===== src/mul16_defines.svh =====
// Constants of the 16 x 16 multiplier: widths, field positions, reset values.
// Assumes inclusion by bare name from the package and the design files.
`ifndef MUL16_DEFINES_SVH
`define MUL16_DEFINES_SVH

// Operand and product widths
`define MUL16_OPND_W      16
`define MUL16_PROD_W      32
`define MUL16_HALF_W      16

// Bit of the raw product that takes the rounding one, per format
`define MUL16_RND_BIT_FULL   15
`define MUL16_RND_BIT_SHORT  14

// Pin synchroniser depth; the last two stages must agree
`define MUL16_SYNC_STAGES 3

// Reset values
`define MUL16_HALF_RST    16'h0000
`define MUL16_OPND_RST    16'h0000

`endif


===== src/mul16_pkg.sv =====
// Types shared by the multiplier datapath files.
// Assumes mul16_defines.svh is on the include path.
`include "mul16_defines.svh"

package mul16_pkg;

	// One operand with its number-format flag
	typedef struct packed {
		logic                        tc;
		logic [`MUL16_OPND_W-1:0]    val;
	} mul16_opnd_t;

	// The two product halves
	typedef struct packed {
		logic [`MUL16_HALF_W-1:0]    upper;
		logic [`MUL16_HALF_W-1:0]    lower;
	} mul16_prod_t;

	// Static control levels taken from the pins
	typedef struct packed {
		logic                        format_sel;
		logic                        bypass;
		logic                        route_sel;
		logic                        upper_en_n;
		logic                        lower_en_n;
	} mul16_ctrl_t;

endpackage : mul16_pkg


===== src/mul16_pin_sync.sv =====
// Three-stage pin synchroniser with agreement filter and rising-edge pulse.
// Assumes inputs arrive from outside the clk_i domain.
`timescale 1ns/1ns
`include "mul16_defines.svh"

module mul16_pin_sync #(
	parameter int WIDTH = 1
) (
	// Clock and reset
	input  wire logic             clk_i,
	input  wire logic             sys_rst_i,
	// Raw pin level
	input  wire logic [WIDTH-1:0] pin_i,
	// Filtered level and per-bit rising pulse
	output logic      [WIDTH-1:0] level_o,
	output logic      [WIDTH-1:0] rise_o
);

	logic [WIDTH-1:0] stage1;
	logic [WIDTH-1:0] stage2;
	logic [WIDTH-1:0] stage3;
	logic [WIDTH-1:0] agree;
	logic [WIDTH-1:0] next_level;

	// Only the second and third stages are looked at
	assign agree      = ~(stage2 ^ stage3);
	assign next_level = (agree & stage3) | (~agree & level_o);

	// Shift chain; the filtered level moves only when stages agree
	always_ff @(posedge clk_i) begin
		if (sys_rst_i) begin
			stage1  <= '0;
			stage2  <= '0;
			stage3  <= '0;
			level_o <= '0;
			rise_o  <= '0;
		end else begin
			stage1  <= pin_i;
			stage2  <= stage1;
			stage3  <= stage2;
			level_o <= next_level;
			rise_o  <= next_level & ~level_o;
		end
	end

endmodule : mul16_pin_sync


===== src/mul16_core.sv =====
// Top of the 16 x 16 parallel multiplier with registered operands and results.
// Assumes all operand clocks and controls arrive as asynchronous pins.
`timescale 1ns/1ns
`include "mul16_defines.svh"

module mul16_core (
	// Clock and reset
	input  wire logic                       clk_i,
	input  wire logic                       sys_rst_i,
	// Operand pins; B pins are two-way
	input  wire logic [`MUL16_OPND_W-1:0]   a_operand_i,
	input  wire logic                       a_twos_comp_flag_i,
	input  wire logic [`MUL16_OPND_W-1:0]   b_operand_i,
	input  wire logic                       b_twos_comp_flag_i,
	input  wire logic                       round_request_i,
	// Pin clocks from the host
	input  wire logic                       a_clock_i,
	input  wire logic                       b_clock_i,
	input  wire logic                       upper_clock_i,
	input  wire logic                       lower_clock_i,
	// Static controls
	input  wire logic                       product_format_select_i,
	input  wire logic                       result_register_bypass_i,
	input  wire logic                       half_route_select_i,
	input  wire logic                       upper_port_enable_n_i,
	input  wire logic                       lower_port_enable_n_i,
	// Upper output port
	output logic [`MUL16_HALF_W-1:0]        upper_port_o,
	output logic                            upper_port_oe_o,
	// Lower half driven back onto the B pins
	output logic [`MUL16_HALF_W-1:0]        b_operand_o,
	output logic                            b_operand_oe_o
);
	import mul16_pkg::*;

	// Synchronised pins
	mul16_opnd_t                 a_pin;
	mul16_opnd_t                 b_pin;
	mul16_ctrl_t                 ctrl_raw;
	mul16_ctrl_t                 ctrl;
	logic                        round_pin;
	logic [3:0]                  clk_raw;
	logic [3:0]                  clk_rise;
	logic                        a_rise;
	logic                        b_rise;
	logic                        upper_rise;
	logic                        lower_rise;

	// Captured state
	mul16_opnd_t                 a_reg;
	mul16_opnd_t                 b_reg;
	logic                        round_reg;
	mul16_prod_t                 result_reg;
	mul16_prod_t                 result_view;

	// Array path
	logic signed [`MUL16_OPND_W:0]      a_ext;
	logic signed [`MUL16_OPND_W:0]      b_ext;
	logic signed [2*`MUL16_OPND_W+1:0]  prod_wide;
	logic [`MUL16_PROD_W-1:0]           prod_raw;
	logic [`MUL16_PROD_W-1:0]           round_add;
	logic [`MUL16_PROD_W-1:0]           prod_rnd;
	mul16_prod_t                        array_out;

	// Next values
	logic [`MUL16_HALF_W-1:0]    next_upper_port;
	logic [`MUL16_HALF_W-1:0]    next_b_out;

	// Pin clocks gathered for one synchroniser
	assign clk_raw    = {a_clock_i, b_clock_i, upper_clock_i, lower_clock_i};
	assign a_rise     = clk_rise[3];
	assign b_rise     = clk_rise[2];
	assign upper_rise = clk_rise[1];
	assign lower_rise = clk_rise[0];

	// Control levels gathered for one synchroniser
	assign ctrl_raw.format_sel = product_format_select_i;
	assign ctrl_raw.bypass     = result_register_bypass_i;
	assign ctrl_raw.route_sel  = half_route_select_i;
	assign ctrl_raw.upper_en_n = upper_port_enable_n_i;
	assign ctrl_raw.lower_en_n = lower_port_enable_n_i;

	// Clock pins: filtered level unused, rise pulses drive the registers
	mul16_pin_sync #(.WIDTH(4)) u_sync_clk (
		.clk_i     (clk_i),
		.sys_rst_i (sys_rst_i),
		.pin_i     (clk_raw),
		.level_o   (),
		.rise_o    (clk_rise)
	);

	// Control pins
	mul16_pin_sync #(.WIDTH($bits(mul16_ctrl_t))) u_sync_ctrl (
		.clk_i     (clk_i),
		.sys_rst_i (sys_rst_i),
		.pin_i     (ctrl_raw),
		.level_o   (ctrl),
		.rise_o    ()
	);

	// A operand with its flag
	mul16_pin_sync #(.WIDTH($bits(mul16_opnd_t))) u_sync_a (
		.clk_i     (clk_i),
		.sys_rst_i (sys_rst_i),
		.pin_i     ({a_twos_comp_flag_i, a_operand_i}),
		.level_o   (a_pin),
		.rise_o    ()
	);

	// B operand with its flag
	mul16_pin_sync #(.WIDTH($bits(mul16_opnd_t))) u_sync_b (
		.clk_i     (clk_i),
		.sys_rst_i (sys_rst_i),
		.pin_i     ({b_twos_comp_flag_i, b_operand_i}),
		.level_o   (b_pin),
		.rise_o    ()
	);

	// Round request
	mul16_pin_sync #(.WIDTH(1)) u_sync_rnd (
		.clk_i     (clk_i),
		.sys_rst_i (sys_rst_i),
		.pin_i     (round_request_i),
		.level_o   (round_pin),
		.rise_o    ()
	);

	// A operand register
	always_ff @(posedge clk_i) begin
		if (sys_rst_i) begin
			a_reg <= '{tc: 1'b0, val: `MUL16_OPND_RST};
		end else if (a_rise) begin
			a_reg <= a_pin;
		end
	end

	// B operand register, on its own clock
	always_ff @(posedge clk_i) begin
		if (sys_rst_i) begin
			b_reg <= '{tc: 1'b0, val: `MUL16_OPND_RST};
		end else if (b_rise) begin
			b_reg <= b_pin;
		end
	end

	// Round register on the OR of both operand clocks
	always_ff @(posedge clk_i) begin
		if (sys_rst_i) begin
			round_reg <= 1'b0;
		end else if (a_rise | b_rise) begin
			round_reg <= round_pin;
		end
	end

	// Each operand extends by its own flag: sign bit if signed, zero if not
	assign a_ext = $signed({a_reg.tc & a_reg.val[`MUL16_OPND_W-1], a_reg.val});
	assign b_ext = $signed({b_reg.tc & b_reg.val[`MUL16_OPND_W-1], b_reg.val});

	// Signed 17 x 17 covers every mix of formats exactly
	assign prod_wide = a_ext * b_ext;
	assign prod_raw  = prod_wide[`MUL16_PROD_W-1:0];

	// Rounding one lands on the bit just below the upper half's LSB after formatting
	assign round_add = !round_reg ? '0 :
		ctrl.format_sel ? `MUL16_PROD_W'(1) << `MUL16_RND_BIT_FULL
		                : `MUL16_PROD_W'(1) << `MUL16_RND_BIT_SHORT;
	assign prod_rnd  = prod_raw + round_add;

	// Output format: full split, or shifted left with sign copy in lower MSB
	assign array_out.upper = ctrl.format_sel ? prod_rnd[31:16]
	                                         : prod_rnd[30:15];
	assign array_out.lower = ctrl.format_sel ? prod_rnd[15:0]
	                                         : {prod_rnd[31], prod_rnd[14:0]};

	// Result registers, each on its own clock
	always_ff @(posedge clk_i) begin
		if (sys_rst_i) begin
			result_reg <= '{upper: `MUL16_HALF_RST, lower: `MUL16_HALF_RST};
		end else begin
			if (upper_rise) begin
				result_reg.upper <= array_out.upper;
			end
			if (lower_rise) begin
				result_reg.lower <= array_out.lower;
			end
		end
	end

	// Bypass makes both result registers transparent
	assign result_view = ctrl.bypass ? array_out : result_reg;

	// Upper port multiplexer
	assign next_upper_port = ctrl.route_sel ? result_view.lower
	                                        : result_view.upper;
	assign next_b_out      = result_view.lower;

	// Output flops and active-low enables
	always_ff @(posedge clk_i) begin
		if (sys_rst_i) begin
			upper_port_o    <= `MUL16_HALF_RST;
			upper_port_oe_o <= 1'b0;
			b_operand_o     <= `MUL16_HALF_RST;
			b_operand_oe_o  <= 1'b0;
		end else begin
			upper_port_o    <= next_upper_port;
			upper_port_oe_o <= ~ctrl.upper_en_n;
			b_operand_o     <= next_b_out;
			b_operand_oe_o  <= ~ctrl.lower_en_n;
		end
	end

endmodule : mul16_core


===== config.mk =====
export PLATFORM = sky130hd
export DESIGN_NAME = mul16_core
export DESIGN_NICKNAME = d
export VERILOG_FILES = /design/src/mul16_pkg.sv /design/src/mul16_pin_sync.sv /design/src/mul16_core.sv
export VERILOG_INCLUDE_DIRS = /design/src
export SDC_FILE = /design/constraint.sdc
export NUM_CORES = 1
export LEC_CHECK = 0
export BUFFER_PORTS_ARGS = -buffer_cell sky130_fd_sc_hd__clkbuf_2
export CAP_MARGIN = 5
export CORE_UTILIZATION = 47
export DETAILED_ROUTE_END_ITERATION = 6
export GPL_ROUTABILITY_DRIVEN = 0
export SETUP_SLACK_MARGIN = 0.1
export SLEW_MARGIN = 20
export SYNTH_ARGS = -nofsm -noshare
export SYNTH_HDL_FRONTEND = slang
export SYNTH_HIERARCHICAL = 1
export SYNTH_SLANG_ARGS = --single-unit

===== constraint.sdc =====
create_clock -name clk_i -period 7.6 [get_ports clk_i]
set_input_delay 1.9 -clock clk_i [delete_from_list [all_inputs] [get_ports clk_i]]
set_output_delay 1.9 -clock clk_i [all_outputs]
set_load 0.05 [all_outputs]

Word level (Yosys, flattened, before mapping)
Index checks and enable logic that the tools add are counted.

Div/mod/pow operators: 0. Add/sub/neg operators: 1. Eq/ne operators: 0. Magnitude comparators: 0. Mux-type cells: 6. Multipliers: 1. Shift operators: 0. Reduce and logical (&&, ||, !) cells: 0. Bitwise gates (word level): 36.

Operator list (count): 2-to-1 mux 16 bit (5); bitwise AND 17 bit (4); NOT 17 bit (4); bitwise OR 17 bit (2); bitwise XOR 17 bit (2); adder 32 x 16 -> 32 bit (1); multiplier 17 x 17 -> 32 bit (1); 2-to-1 mux 32 bit (1); bitwise AND 4 bit (3); NOT 4 bit (3); bitwise AND 5 bit (2); NOT 5 bit (2); bitwise OR 5 bit (1); bitwise XOR 5 bit (1); bitwise AND 1 bit (4); bitwise OR 4 bit (1); bitwise XOR 4 bit (1); NOT 1 bit (3); bitwise OR 1 bit (2); bitwise XOR 1 bit (1).

Bits in writable memories: 0. ROM bits: 0. Bits of input ports: 46. Output and inout bits: 34. Bits in latches: 0. Register bits after elaboration: 281. Memories kept: 0.

Logic depth before layout (Yosys ltp)
Depth after elaboration: 6. Gate-level depth with buffers: 27. Depth with buffers taken out: 25.

By module
Netlist, hierarchy kept.

By module, submodules not included: mul16_core (times used 1, seq. area each 2021.9 sq um, area an instance 14482.6 sq um, cells an instance 1596); mul16_pin_sync at u_sync_a ... (times used 2, seq. area each 1701.6 sq um, area an instance 2491.1 sq um, cells an instance 211); mul16_pin_sync at u_sync_ctrl (times used 1, seq. area each 500.5 sq um, area an instance 740.7 sq um, cells an instance 62); mul16_pin_sync at u_sync_clk (times used 1, seq. area each 400.4 sq um, area an instance 591.8 sq um, cells an instance 49); mul16_pin_sync at u_sync_rnd (times used 1, seq. area each 100.1 sq um, area an instance 148.9 sq um, cells an instance 12).

Worst setup path before layout
No wires, ideal clock.

Kind: flip-flop to flip-flop. Start: reg a_reg[16] in the netlist's numbering. End: reg upper_port_o[15]. Clock period less this slack: 6.510 ns. Path slack: 1.090 ns. Arrival: 6.392 ns. Cell stages (with the launch flop): 25. Path buffers: 3. Setup time: 0.118 ns. Data required time: 7.482 ns. Cells stage by stage: dfxtp_1 > clkbuf_1 > and2_1 > clkbuf_1 > nand2_1 > inv_1 > fa_1 > inv_1 > fa_1 > inv_1 > fa_1 > fa_1 > fa_1 > fa_1 > ha_1 > buf_2 > nand4_1 > or2_1 > a311o_1 > a21bo_1 > o31ai_1 > xnor2_1 > o221a_1 > nor2_1 > o2bb2ai_1.

Cells in the longest elaborated chain, start to end: 6.

RTL lines: start: declaration (RTL line mul16_core.sv:50) `mul16_opnd_t a_reg;`; start signal: assignment (RTL line mul16_core.sv:131) `` a_reg <= '{tc: 1'b0, val: `MUL16_OPND_RST}; ``; start signal: assignment (RTL line mul16_core.sv:133) `a_reg <= a_pin;`; bitwise AND 1 bit * (RTL line mul16_core.sv:156) `` assign a_ext = $signed({a_reg.tc & a_reg.val[`MUL16_OPND_W-1], a_reg.val}); ``; multiplier 17 x 17 -> 32 bit * (RTL line mul16_core.sv:160) `assign prod_wide = a_ext * b_ext;`; adder 32 x 16 -> 32 bit * (RTL line mul16_core.sv:167) `assign prod_rnd = prod_raw + round_add;`; 2-to-1 mux 16 bit (on tied branches) (RTL line mul16_core.sv:170, mul16_core.sv:172); 2-to-1 mux 32 bit * (RTL line mul16_core.sv:190) `assign result_view = ctrl.bypass ? array_out : result_reg;`; 2-to-1 mux 16 bit * (RTL line mul16_core.sv:193) `assign next_upper_port = ctrl.route_sel ? result_view.lower`; end signal: assignment (RTL line mul16_core.sv:200) `` upper_port_o <= `MUL16_HALF_RST; ``; end signal: assignment (RTL line mul16_core.sv:205) `upper_port_o <= next_upper_port;`; end: declaration (RTL line mul16_core.sv:28) `` output logic [`MUL16_HALF_W-1:0] upper_port_o, ``.

Every way passes the cells marked *; elsewhere a longest branch is shown, timed or not. A chain may end at the register's enable or synchronous reset.

Worst setup path after layout
Ends and elaborated chain as after synthesis.

==> run summary <==
Final TNS setup: 0 ns
Internal power: 2.28 mW
Pwr dens: 135 nW/um^2
Clock Latency Late Sink: 0.56 ns
Sequential fraction of design power: 52.2%
Drt first pass iters: 5
Post-layout min period: 7.11 ns
Final setup viols: 0
CP Max Fanout: 11
Synth-to-Final Area Change: 8.37%
# diodes: 0
Max reg flops: 32
Max Clk Rate: 141 MHz
Reg-to-reg startpoint: a_reg[16]
Slew Limit Fails: 0
Clock network power share: 45.4%
CP startpoint: a_reg[16]
Post_cts resized: 0
Net Sw Frac: 21.4%
RSZ-0062 raised after global routing: false
Peak VDD IR: 0.000175 V
Syn. warnings: 6
WL/cell: 16.1 um
Psw: 0.620 mW
Final instance count without filler cells: 2639
Top cell by count, worst path: fa_1
Port bufs: 79
Leak: 9.78 nW
Nets: 2499
Die width: 207 um
Tightest Pin Transition: 1.05 ns
WP depth: 21
Die Y: 207 um
Syn avg cell area: 9.60 sq um
Core footprint: 41200 sq um
R2R setup slack: 0.49 ns
Crit path DAT: 7.56 ns
Max-slew headroom: 29.7%
Total Routed Length: 42600 um
Initial antenna violation count: 0
Sink Count: 281
Vias in the first global route: 14000
Cts hold-fix bufs: 0
Placed insts: 2590
Crit-path max cell delay: 0.84 ns
Boundary Pins: 80
# rows: 74
DPL Wire Length: 33100 um
Die area: 42900 sq um
Worst Setup EP: upper_port_o[15]
Remaining Overflow, GRT: 0
Mapped Area: 19800 sq um
Outcome: finished, final reports clean
Final instance area: 21500 sq um
GRT Util Overall: 20.5%
Detailed-route via count: 13300
Crit path buf inv count: 3
CP Capture Type: flip-flop
Share of cells above drive strength 1: 9.30%
# Max-Cap Violations: 0
Clock Pin Slew Worst Setup and Hold Paths: 0.06 ns
First-pass GRT wire length: 70800 um
Vias/cell: 5.05
CTS Root Buffer Type: clkbuf_16
Post-synthesis cell count: 2061
Crit-path slowest cell: fa_1
Worst Skew: 0.00889 ns
Fillers: 3773
Critical Path RT: 8.05 ns
Syn nets: 2471
Crit-path leading delay family: adder cells
Antenna-violating nets left: 0
Min-Delay Path Class: reg2reg
Worst-path cell chain: and2_1 -> nand2_1 -> inv_1 -> fa_1 -> inv_1 -> fa_1 -> inv_1 -> fa_1 -> fa_1 -> fa_1 -> fa_1 -> ha_1 -> nand4_1 -> or2_1 -> a311o_1 -> a21bo_1 -> o31ai_1 -> xnor2_1 -> o221a_1 -> nor2_1 -> o2bb2ai_1
CTS Buf Count: 29
Critical Path Start Type: flip-flop
Starting Density: 48.0%
Clock buffer depth: 3
Placement Cell Area: 20600 sq um
Final hold violations: 0
Fin crit share: 93.6%
DRC: 0
Worst reg2reg endpoint: upper_port_o[15]
H-tree Lvls: 1
Part of the power in combinational logic: 2.3%
Crit Path Class: reg2reg
Post-CTS setup buffer count: 0
Iter 0 DRT Violations: 620
Largest net degree at the start of global routing: 111
CTS tree: built
R2R depth: 21
## per-stage QoR
| stage | setup slack [ns] | util [%] | power [mW] | hold slack, ns |
|---|---|---|---|---|
| global placement | 0.757 | 49.9 | 1.61 | 0.417 |
| global route | 0.126 | 52.1 | 3.02 | 0.444 |
| floorplan | 1.09 | - | 1.59 | 0.410 |
| finish | 0.487 | 52.1 | 2.90 | 0.429 |
| CTS | 0.536 | 52.1 | 2.95 | 0.426 |
| detailed placement | 0.564 | 49.9 | 1.62 | 0.423 |
## per-layer routing
layer  vias to the layer above  share of wire (%)  global-route usage [%]
li1                       6394                  -                       -
met1                      6651                 44                    27.4
met2                       241                 50                    35.9
met3                        45                4.1                    1.94
met4                         0                1.9                    5.04
met5                         -                  0                       0
## worst min-delay path by stage
stage          cells after the start  slack, ns                   end              startpoint
6_report                           1       0.43    u_sync_a/stage2[6]      u_sync_a/stage1[6]
3_5_place_dp                       1       0.42    u_sync_a/stage2[8]      u_sync_a/stage1[8]
3_3_place_gp                       1       0.42  u_sync_clk/stage2[0]    u_sync_clk/stage1[0]
5_1_grt                            1       0.44    u_sync_a/stage2[6]      u_sync_a/stage1[6]
2_1_floorplan                      1       0.41        b_operand_oe_o  u_sync_ctrl/level_o[0]
4_1_cts                            1       0.43    u_sync_a/stage2[8]      u_sync_a/stage1[8]
## worst register-to-register path: stages, from the launching register on
cell and delay [ns]:
dfxtp_1 0.41, and2_1 0.30, nand2_1 0.15, inv_1 0.11, fa_1 0.61, inv_1 0.16, fa_1 0.84, inv_1 0.17
fa_1 0.49, fa_1 0.58, fa_1 0.43, fa_1 0.44, ha_1 0.45, nand4_1 0.20, or2_1 0.30, a311o_1 0.34
a21bo_1 0.18, o31ai_1 0.07, xnor2_1 0.33, o221a_1 0.25, nor2_1 0.05, o2bb2ai_1 0.16
## power groups by stage
| stage | Sequential [mW] | Combinational (mW) | Clock (mW) |
|---|---|---|---|
| 2_1_floorplan | 1.55 | 0.0489 | 0 |
| 3_3_place_gp | 1.55 | 0.0679 | 0 |
| 3_5_place_dp | 1.55 | 0.0691 | 0 |
| 4_1_cts | 1.51 | 0.0693 | 1.36 |
| 5_1_grt | 1.52 | 0.0754 | 1.43 |
| 6_report | 1.51 | 0.0678 | 1.32 |
## layout by cell type (no fill, tap or decap), types with 7 or more instances in the layout
cell	instances
a211oi_1	15
a21o_1	7
a21oi_1	85
a31oi_1	7
and2_1	122
and3_1	10
buf_4	19
clkbuf_1	8
clkbuf_16	29
clkbuf_2	78
dfxtp_1	279
fa_1	284
ha_1	80
inv_1	319
mux2i_1	70
nand2_1	214
nand2b_1	10
nand3_1	12
nor2_1	122
nor2b_1	93
nor2b_2	36
nor3_1	9
o21ai_0	66
xnor2_1	29
xor2_1	8
## layout make-up
class,count,area [sq um],area share [%]
multi-input cells,1358,12500,58.3
well taps,532,666,3.10
clock inverters,8,72.6,0.338
flip-flops and latches,281,5630,26.2
clock buffers,41,811,3.78
repair buffers,99,568,2.65
inverters,320,1200,5.60
Power figures use the tool's default switching activity.
